**src/hdl/urps_pkg.sv**
```systemverilog
// shared constants for the root port status block
package urps_pkg;

    localparam int          URPS_ADDR_W      = 4;
    localparam int          URPS_DATA_W      = 16;

    // register map
    localparam logic [3:0]  URPS_PORTSC_OFS  = 4'h0;

    // field positions inside the port status/control register
    localparam int          URPS_CONN_BIT    = 0;
    localparam int          URPS_CSC_BIT     = 1;
    localparam int          URPS_PE_BIT      = 2;
    localparam int          URPS_PEC_BIT     = 3;

    // values after reset
    localparam logic        URPS_CONN_RST    = 1'h0;
    localparam logic        URPS_CSC_RST     = 1'h0;
    localparam logic        URPS_PE_RST      = 1'h0;
    localparam logic        URPS_PEC_RST     = 1'h0;
    localparam logic [15:0] URPS_RDATA_RST   = 16'h0000;
    localparam logic [1:0]  URPS_REPORT_RST  = 2'h0;

    // port enable state machine
    typedef enum logic [1:0] {
        URPS_DISABLED,
        URPS_ENABLING,
        URPS_ENABLED,
        URPS_DISABLING
    } urps_state_t;

endpackage : urps_pkg

```
**src/hdl/urps_conn_detect.sv**
```systemverilog
// connect status register and change detector for the attached device
module urps_conn_detect
    import urps_pkg::*;
(
    input  wire logic clk_sys,     // system clock
    input  wire logic rst_n,       // async reset, active low
    input  wire logic devPresent,  // device attached on the port
    output logic      connNow,     // registered connect status
    output logic      connChange   // one-cycle pulse on any change
);

    logic connReg;
    logic connNext;
    logic changeReg;
    logic changeNext;

    always_comb begin
        connNext   = devPresent;
        changeNext = devPresent != connReg;
    end

    always_ff @(posedge clk_sys or negedge rst_n) begin
        if (!rst_n) begin
            connReg   <= URPS_CONN_RST;
            changeReg <= 1'b0;
        end else begin
            connReg   <= connNext;
            changeReg <= changeNext;
        end
    end

    assign connNow    = connReg;
    assign connChange = changeReg;

endmodule : urps_conn_detect

```
**src/hdl/urps_port.sv**
```systemverilog
// one root port: connect status, enable control and their change flags
//
// Operation
// - The enable-change flag is set only when the port is disabled by a disconnect or by a fault seen at the end-of-frame check point.
// - Both change flags clear only when software writes a one to their bit, and a zero leaves them alone.
// - The port becomes enabled only through a software write of one, never by hardware itself.
// - A disconnect or other fault disables the port, and a software write of zero disables it too.
// - The readable enable bit changes only once the port has changed, waiting for any bus transaction in flight.
// - Every change of connect status sets the connect-change flag, and further changes while set merge into it.
// - A pending change is reported only once to a request on the status change endpoint.
// - The connect status bit shows live whether a device is attached, regardless of what set the change flag.
//
// The register offsets and strobed register access were left to the implementer.
module urps_port
    import urps_pkg::*;
#(
    parameter int ADDR_W = URPS_ADDR_W,
    parameter int DATA_W = URPS_DATA_W
)(
    input  wire logic              clk_sys,      // system clock, 250 MHz
    input  wire logic              rst_n,        // async reset, active low
    input  wire logic [ADDR_W-1:0] regAddr,      // register address
    input  wire logic [DATA_W-1:0] regWdata,     // register write data
    input  wire logic              regWrite,     // write strobe
    input  wire logic              regRead,      // read strobe
    output logic      [DATA_W-1:0] regRdata,     // read data, cycle after strobe
    input  wire logic              devPresent,   // device attached on the port
    input  wire logic              faultEvent,   // other port fault, pulse
    input  wire logic              eof2Strobe,   // end-of-frame check point, pulse
    input  wire logic              eof2Fault,    // fault condition seen at that point
    input  wire logic              xferBusy,     // transaction in progress on the port
    input  wire logic              statusReq,    // request to status change endpoint
    output logic                   portEnabled,  // port enable state
    output logic                   reportValid,  // answer to statusReq, pulse
    output logic                   reportChange, // a change is being reported
    output logic      [1:0]        reportFlags   // {enable change, connect change}
);

    // write-one-to-clear flag; a same-cycle hardware set wins over the clear
    function automatic logic urps_w1c_next(
        input logic cur, // present flag value
        input logic clr, // software wrote a one to the bit
        input logic set  // hardware event in this cycle
    );
        logic nxt;
        nxt = cur;
        if (clr) begin
            nxt = 1'b0;
        end
        if (set) begin
            nxt = 1'b1;
        end
        return nxt;
    endfunction : urps_w1c_next

    // status word of the port register; reserved bits read zero
    function automatic logic [DATA_W-1:0] urps_status_word(
        input logic conn, // connect status
        input logic csc,  // connect change flag
        input logic pe,   // port enabled
        input logic pec   // enable change flag
    );
        logic [DATA_W-1:0] word;
        word                = DATA_W'(URPS_RDATA_RST);
        word[URPS_CONN_BIT] = conn;
        word[URPS_CSC_BIT]  = csc;
        word[URPS_PE_BIT]   = pe;
        word[URPS_PEC_BIT]  = pec;
        return word;
    endfunction : urps_status_word

    // connect tracking
    logic connNow;
    logic connChange;

    urps_conn_detect u_conn (
        .clk_sys    (clk_sys),
        .rst_n      (rst_n),
        .devPresent (devPresent),
        .connNow    (connNow),
        .connChange (connChange)
    );

    // register access decode
    logic portHit;
    logic wrPort;
    logic swEnReq;
    logic swDisReq;
    logic cscClr;
    logic pecClr;

    always_comb begin
        portHit  = regAddr == ADDR_W'(URPS_PORTSC_OFS);
        wrPort   = regWrite && portHit;
        swEnReq  = wrPort && regWdata[URPS_PE_BIT];
        swDisReq = wrPort && !regWdata[URPS_PE_BIT];
        cscClr   = wrPort && regWdata[URPS_CSC_BIT];
        pecClr   = wrPort && regWdata[URPS_PEC_BIT];
    end

    // fault sources that take the port down
    logic disconnect;
    logic eofFault;
    logic pecCause;
    logic faultHit;

    always_comb begin
        disconnect = connChange && !connNow;
        eofFault   = eof2Strobe && eof2Fault;
        // other faults disable too, but only these two may flag the change
        pecCause   = disconnect || eofFault;
        faultHit   = pecCause || faultEvent;
    end

    // enable state machine
    urps_state_t stateReg;
    urps_state_t stateNext;
    logic        faultCauseReg;
    logic        faultCauseNext;
    logic        portEnReg;
    logic        portEnNext;
    logic        pecSet;

    always_comb begin
        stateNext      = stateReg;
        faultCauseNext = faultCauseReg;
        pecSet         = 1'b0;
        case (stateReg)
            URPS_DISABLED: begin
                faultCauseNext = 1'b0;
                // no device, nothing to enable
                if (swEnReq && connNow && !disconnect) begin
                    stateNext = URPS_ENABLING;
                end
            end
            URPS_ENABLING: begin
                if (faultHit || swDisReq) begin
                    // never seen enabled, so no enable change to flag
                    stateNext = URPS_DISABLED;
                end else if (!xferBusy) begin
                    stateNext = URPS_ENABLED;
                end
            end
            URPS_ENABLED: begin
                if (faultHit) begin
                    stateNext      = URPS_DISABLING;
                    faultCauseNext = pecCause;
                end else if (swDisReq) begin
                    stateNext      = URPS_DISABLING;
                    faultCauseNext = 1'b0;
                end
            end
            URPS_DISABLING: begin
                // a disconnect while draining still counts as the cause
                if (pecCause) begin
                    faultCauseNext = 1'b1;
                end
                if (!xferBusy) begin
                    stateNext = URPS_DISABLED;
                    pecSet    = faultCauseReg || pecCause;
                end
            end
            default: begin
                stateNext      = URPS_DISABLED;
                faultCauseNext = 1'b0;
            end
        endcase
        // visible bit follows the real port, not the request
        portEnNext = stateNext == URPS_ENABLED || stateNext == URPS_DISABLING;
    end

    always_ff @(posedge clk_sys or negedge rst_n) begin
        if (!rst_n) begin
            stateReg      <= URPS_DISABLED;
            faultCauseReg <= 1'b0;
            portEnReg     <= URPS_PE_RST;
        end else begin
            stateReg      <= stateNext;
            faultCauseReg <= faultCauseNext;
            portEnReg     <= portEnNext;
        end
    end

    // change flags, set wins over a same-cycle clear
    logic cscReg;
    logic cscNext;
    logic pecReg;
    logic pecNext;

    always_comb begin
        cscNext = urps_w1c_next(cscReg, cscClr, connChange);
        pecNext = urps_w1c_next(pecReg, pecClr, pecSet);
    end

    always_ff @(posedge clk_sys or negedge rst_n) begin
        if (!rst_n) begin
            cscReg <= URPS_CSC_RST;
            pecReg <= URPS_PEC_RST;
        end else begin
            cscReg <= cscNext;
            pecReg <= pecNext;
        end
    end

    // status change endpoint: each new change reported once
    logic       reportPendReg;
    logic       reportPendNext;
    logic       reportValidReg;
    logic       reportValidNext;
    logic       reportChangeReg;
    logic       reportChangeNext;
    logic [1:0] reportFlagsReg;
    logic [1:0] reportFlagsNext;

    always_comb begin
        reportPendNext   = reportPendReg;
        reportValidNext  = statusReq;
        reportChangeNext = 1'b0;
        reportFlagsNext  = reportFlagsReg;
        if (statusReq) begin
            reportChangeNext = reportPendReg;
            reportFlagsNext  = {pecReg, cscReg};
            reportPendNext   = 1'b0;
        end
        // history between requests is merged; software sorts it out
        if (connChange || pecSet) begin
            reportPendNext = 1'b1;
        end
    end

    always_ff @(posedge clk_sys or negedge rst_n) begin
        if (!rst_n) begin
            reportPendReg   <= 1'b0;
            reportValidReg  <= 1'b0;
            reportChangeReg <= 1'b0;
            reportFlagsReg  <= URPS_REPORT_RST;
        end else begin
            reportPendReg   <= reportPendNext;
            reportValidReg  <= reportValidNext;
            reportChangeReg <= reportChangeNext;
            reportFlagsReg  <= reportFlagsNext;
        end
    end

    // read data, registered; unmapped addresses read zero
    logic [DATA_W-1:0] rdataReg;
    logic [DATA_W-1:0] rdataNext;

    always_comb begin
        rdataNext = DATA_W'(URPS_RDATA_RST);
        if (regRead && portHit) begin
            // connect bit is live, enable bit is the settled state
            rdataNext = urps_status_word(connNow, cscReg, portEnReg, pecReg);
        end
    end

    always_ff @(posedge clk_sys or negedge rst_n) begin
        if (!rst_n) begin
            rdataReg <= DATA_W'(URPS_RDATA_RST);
        end else begin
            rdataReg <= rdataNext;
        end
    end

    assign regRdata     = rdataReg;
    assign portEnabled  = portEnReg;
    assign reportValid  = reportValidReg;
    assign reportChange = reportChangeReg;
    assign reportFlags  = reportFlagsReg;

endmodule : urps_port

```
**config.mk**
```make
export PLATFORM = sky130hd
export DESIGN_NAME = urps_port
export DESIGN_NICKNAME = d
export VERILOG_FILES = /design/src/hdl/urps_pkg.sv /design/src/hdl/urps_conn_detect.sv /design/src/hdl/urps_port.sv
export SDC_FILE = /design/constraint.sdc
export NUM_CORES = 1
export LEC_CHECK = 0
export CAP_MARGIN = 10
export CORE_MARGIN = 1
export CORE_UTILIZATION = 45
export DETAILED_ROUTE_END_ITERATION = 8
export DONT_BUFFER_PORTS = 1
export PLACE_DENSITY = 0.59
export SLEW_MARGIN = 20
export SYNTH_ARGS = -nofsm -noshare
export SYNTH_HDL_FRONTEND = slang
export SYNTH_SLANG_ARGS = --single-unit
```
**constraint.sdc**
```tcl
create_clock -name clk_sys -period 3.8 [get_ports clk_sys]
set_input_delay 0.38 -clock clk_sys [delete_from_list [all_inputs] [get_ports clk_sys]]
set_output_delay 0.38 -clock clk_sys [all_outputs]
set_load 0.01 [all_outputs]
```
==> summary.md, run 1 <==
| Metric | Value |
|---|---|
| Max IR drop VDD | 0.262 mV |
| Ys Warns | 0 |
| N_diodes | 0 |
| Yosys top cell by area | dfrtp_1 |
| Post-Syn Area per Cell | 11.4 µm² |
| Initial Utilization | 49.2% |
| Top_reg_cell synth | dfrtp_1 |
| Vias in the first global route | 425 |
| DR vias/cell | 5.46 |
| FFs w/ async S/R, synth | 100% |
| Relative max-transition margin | 54.4% |
| CP Launch Type | flop |
| DR WL met3 | 113 µm |
| Fin Setup TNS | 0 ns |
| Post-cts resize count | 0 |
| H-tree depth | 1 |
| Met2 wire len | 502 µm |
| Number of flops mapped to enable cells by yosys | 0 |
| CTS buffer count | 3 |
| Syn Inst Count | 66 |
| Worst setup margin | 2.49 ns |
| Total congestion overflow | 0 |
| Synthesized area | 749 µm² |
| Power density over cell area | 489 nW/µm² |
| Clock sinks | 16 |
| Tightest Hold Check Type | in2reg |
| Core Region | 1520 µm² |
| Initial DRC Count | 7 |
| Yosys top cell area share | 53.4% |
| CTS tree | built |
| Max Buffers Root-to-Sink | 2 |
| Core Rows | 14 |
| Root Driver | clkbuf_4 |
| Post-Layout Inst Area | 748 µm² |
| Reg area | 400 µm² |
| Post-DRT Antenna Nets | 0 |
| CTS clk-pin slew, worst paths | 0.08 ns |
| Crit path capture type | flop |
| Die ar. | 1830 µm² |
| Initial antenna violation count | 0 |
| Top sig layer | met4 |
| DR pass1 iterations | 4 |
| WHS | 0.127 ns |
| I/O pins | 51 |
| Worst skew pair latency | 0.27 ns |
| Static Leak | 0.371 nW |
| Via Count | 459 |
| Post-DP Area | 716 µm² |
| Status | complete, no violations |
| Final period utilization | 34.4% |
| Fin crit period | 1.31 ns |
| Most common cell after layout, fill and taps aside | dfrtp_1 |
| First-pass GRT wire length | 1810 µm |
| WP data arrival | 1.47 ns |
| Final Max Tran Viols | 0 |
| CP Data Required Time | 3.96 ns |
| Post-CTS Setup Inserts | 0 |
| Pin count of the biggest net entering global routing | 17 |
| # DRC | 0 |
| Achievable frequency | 0.766 GHz |
| M1 WL | 448 µm |
| GRT Resource Usage Total | 13.9% |
| WL/cell | 12.9 µm |
| Worst Path Max Fanout | 4 |
| Yosys cell types | 28 |
| # setup viols final | 0 |
| Share of cells above drive strength 1 | 14.7% |
| Area growth syn-to-layout | -0.167% |
| Post-synthesis sequential area ratio | 53.4% |
| Footprint of the multi-input gates | 288 µm² |
| Most frequent cells in the layout | dfrtp_1 (16), conb_1 (12), nand2_1 (4), nand3_1 (4) |
| FF+latch count, synth | 16 |
| Place WS | 2.44 ns |
| Skew final | 0.00112 ns |
| Die width | 42.8 µm |
| Hold Vio Cnt, Final | 0 |
| Nets | 100 |
| Hold_buf cts | 1 |
| Placer Congestion | 0.792 |
| RSZ-0062 raised after global routing | false |
| Critical Setup Path Class | reg2reg |
| Chip height | 42.8 µm |
| Max_cap viols | 0 |
| Worst slew pin tran | 0.682 ns |
| Final WL | 1080 µm |
| Port buffer count | 0 |
| Synth top area cells | dfrtp_1 (53%), buf_4 (12%), mux2_2 (3.0%), nor4_4 (2.8%), nand3_1 (2.7%) |
| Fill count | 146 |
-- per-stage QoR --
| step | utilization, % | power [mW] | std cells |
|---|---|---|---|
| 3_3_place_gp | 47.0 | 0.282 | 80 |
| 6_report | 49.1 | 0.366 | 84 |
| 3_5_place_dp | 47.0 | 0.283 | 80 |
| 2_1_floorplan | - | 0.283 | 77 |
| 5_1_grt | 49.1 | 0.392 | 84 |
| 4_1_cts | 49.1 | 0.370 | 84 |
-- synth_stat cells (2+ instances only) --
cell and instances:
and3_1 3, dfrtp_1 16, buf_4 12, nand2_1 4
nand3_1 4, mux2_2 2, a21o_1 2, nor2_1 3
-- report_power, final --
group / total (mW) / switching (mW) / internal (mW)
Sequential: 0.231 / 0.0348 / 0.196
Combinational: 0.0526 / 0.0264 / 0.0262
Clock: 0.0822 / 0.0455 / 0.0367
Total: 0.366 / 0.107 / 0.259
-- worst max-delay path, cell delays in order, from the launching register on --
cell and delay [ns]:
dfrtp_1 0.43, inv_2 0.05, a22o_1 0.22, o211a_1 0.22, a211o_1 0.27
-- logic make-up (layout without fill, tap and decap cells) --
logic type | Yosys count | in the layout | synth area share (%)
AOI/OAI and AO/OA | 11 | 11 | 11.9
xor gates and xnor gates | 1 | 1 | 1.17
buffers and inverters | 15 | 6 | 13.7
DFF | 16 | 16 | 53.4
muxes | 2 | 2 | 3.00
other | 1 | 12 | 0.500
and+or+nand+nor | 20 | 20 | 16.4
-- path summary, 6_finish.rpt --
check / from / depth (start not counted) / slack, ns / end
worst max-delay path: u_conn.connNow / 4 / 2.49 / reportPendReg
worst min-delay path: statusReq / 0 / 0.13 / reportValid
worst max register to register: u_conn.connNow / 4 / 2.49 / reportPendReg
worst min register to register: reportPendReg / 1 / 0.49 / reportChange
min in group asynchronous: rst_n / 1 / 0.58 / portEnabled
max in group asynchronous: rst_n / 1 / 2.79 / faultCauseReg
-- metal layers --
layer / vias to the layer above / GRT usage, %
met4: 0 / 8.13
li1: 209 / -
met2: 30 / 21.8
met1: 218 / 14.0
met5: - / 0
met3: 2 / 8.51
-- registers in the layout, summed over array words and instances, names as in the netlist --
signal	count
regRdata	4
reportFlags	2
cscReg	1
faultCauseReg	1
pecReg	1
portEnabled	1
reportChange	1
reportPendReg	1
reportValid	1
stateReg	1
u_conn.connChange	1
u_conn.connNow	1
-- final cells by class --
| class | count | share of cell area [%] |
|---|---|---|
| tap | 16 | 2.68 |
| sequential | 16 | 53.5 |
| inverter | 2 | 1.00 |
| multi-input combinational | 46 | 38.5 |
| timing repair buffer | 1 | 1.34 |
| clock buffer | 3 | 3.01 |
(Power assumes the default switching activity.)
==> run 2, diff against run 1 <==
PLACE_DENSITY = 0.61   (was 0.59)
clock period = 1.13 ns   (was 3.8 ns; I/O delays follow)
==> summary.md, run 2 (synthesis results as in run 1) <==
| Metric | Value |
|---|---|
| Status | finished, violations left |
| Failing checks | negative setup slack |
| Post-DP Area | 761 µm² |
| WP data arrival | 1.39 ns |
| Max IR drop VDD | 0.674 mV |
| GRT Resource Usage Total | 13.5% |
| RSZ-0062 raised after global routing | true |
| Initial Utilization | 49.2% |
| Via Count | 498 |
| DR vias/cell | 5.24 |
| Max FFs per register | 4 |
| CP Launch Type | flop |
| Worst slew pin tran | 0.691 ns |
| Post-DRT Antenna Nets | 0 |
| Crit path capture type | flop |
| Achievable frequency | 0.817 GHz |
| Skew final | 0.00106 ns |
| Die width | 42.8 µm |
| Tightest Hold Check Type | in2reg |
| WL/cell | 12.6 µm |
| Worst Path Max Fanout | 2 |
| Core Rows | 14 |
| Chip height | 42.8 µm |
| Hold Vio Cnt, Final | 0 |
| CTS tree | built |
| Worst skew pair latency | 0.27 ns |
| Clock sinks | 16 |
| CP Data Required Time | 1.30 ns |
| Die ar. | 1830 µm² |
| Fin crit period | 1.22 ns |
| Vias in the first global route | 462 |
| Final period utilization | 108% |
| # setup viols final | 4 |
| Final std cells w/o fill | 95 |
| Post-DP HPWL | 865 µm |
| Initial antenna violation count | 0 |
| CTS buffer count | 3 |
| Max Buffers Root-to-Sink | 2 |
| Power density over cell area | 1540 nW/µm² |
| Reg2Reg Setup Slack | -0.09 ns |
| Final WL | 1200 µm |
| Area growth syn-to-layout | 13.0% |
| Final Max Tran Viols | 0 |
| Reg2Reg Depth | 4 |
| CTS clk-pin slew, worst paths | 0.08 ns |
| Setup crit start | u_conn.connNow |
| Worst setup margin | -0.0946 ns |
| Max_cap viols | 0 |
| Fin Setup TNS | -0.167 ns |
| H-tree depth | 1 |
| Share of cells above drive strength 1 | 22.8% |
| Static Leak | 0.424 nW |
| # DRC | 0 |
| I/O pins | 51 |
| First-pass GRT wire length | 1840 µm |
| Total congestion overflow | 0 |
| N_diodes | 0 |
| Tot Pwr | 1.31 mW |
| Most common cell after layout, fill and taps aside | dfrtp_1 |
| Initial DRC Count | 10 |
| Root Driver | clkbuf_4 |
| Placer Congestion | 0.804 |
| Worst r2r src | u_conn.connNow |
| Pin count of the biggest net entering global routing | 17 |
| Critical Setup Path Class | reg2reg |
| Port buffer count | 0 |
| Core Region | 1520 µm² |
| DR pass1 iterations | 4 |
| WHS | 0.0283 ns |
| Hold Path Cell Cnt | 2 |
| Post-Layout Inst Area | 847 µm² |
| Relative max-transition margin | 53.8% |
| HP Start | regWdata[1] |
| Nets | 111 |
| Placed Cells | 86 |
| Most frequent cells in the layout | dfrtp_1 (16), conb_1 (12), buf_4 (7) |
## run 2: cell count changes in the layout (fill, tap and decap cells not counted)
cell           previous run  this run
dlygate4sd3_1             1         5
buf_4                     0         7
a221oi_2                  0         1
a221oi_1                  1         0
## run 2: area by class of cell
class                   instances  area (µm²)
multi-input cells              46         294
fillers                       144         677
clock buffers                   3        22.5
repair buffers                 12         103
flip-flops and latches         16         400
inverters                       2        7.51
well taps                      16        20.0
## run 2: worst max-delay path, stage by stage, from the launching register on
cell	delay (ns)
dfrtp_1	0.36
inv_2	0.05
a22o_1	0.24
o211a_1	0.23
a211o_1	0.23
## run 2: path summary, 6_finish.rpt
kind,to
hold reg to reg,reportChange
min in group asynchronous,stateReg[0]
hold / removal,cscReg
setup reg to reg,reportPendReg
max in group asynchronous,regRdata[1]
setup / recovery,reportPendReg
## run 2: repair_timing
item,in CTS,in global routing
gates cloned,0,0
hold buffers,5,0
endpoints found under the hold margin,28,0
endpoints found under the setup margin,4,4
setup buffers,1,0
gates resized for setup,0,1
pin swaps,1,1
## run 2: stage by stage
step / utilization (%) / setup slack [ns]
3_5_place_dp: 49.9 / -0.0973
3_3_place_gp: 49.9 / -0.0864
6_report: 55.6 / -0.0946
2_1_floorplan: - / -0.0715
5_1_grt: 55.6 / -0.164
4_1_cts: 55.2 / -0.0806
## run 2: report_power, final
group | switching [mW] | internal [mW] | leakage, nW
logic | 0.128 | 0.148 | 0.211
registers | 0.0898 | 0.660 | 0.199
clock network | 0.157 | 0.123 | 0.0138
## run 2: layer usage
layer	global-route usage, %	vias to the layer above	part of all wire (%)
li1	-	234	-
met5	0	-	0
met2	23.0	36	49
met4	3.13	0	0
met1	14.1	228	38
met3	8.09	0	12
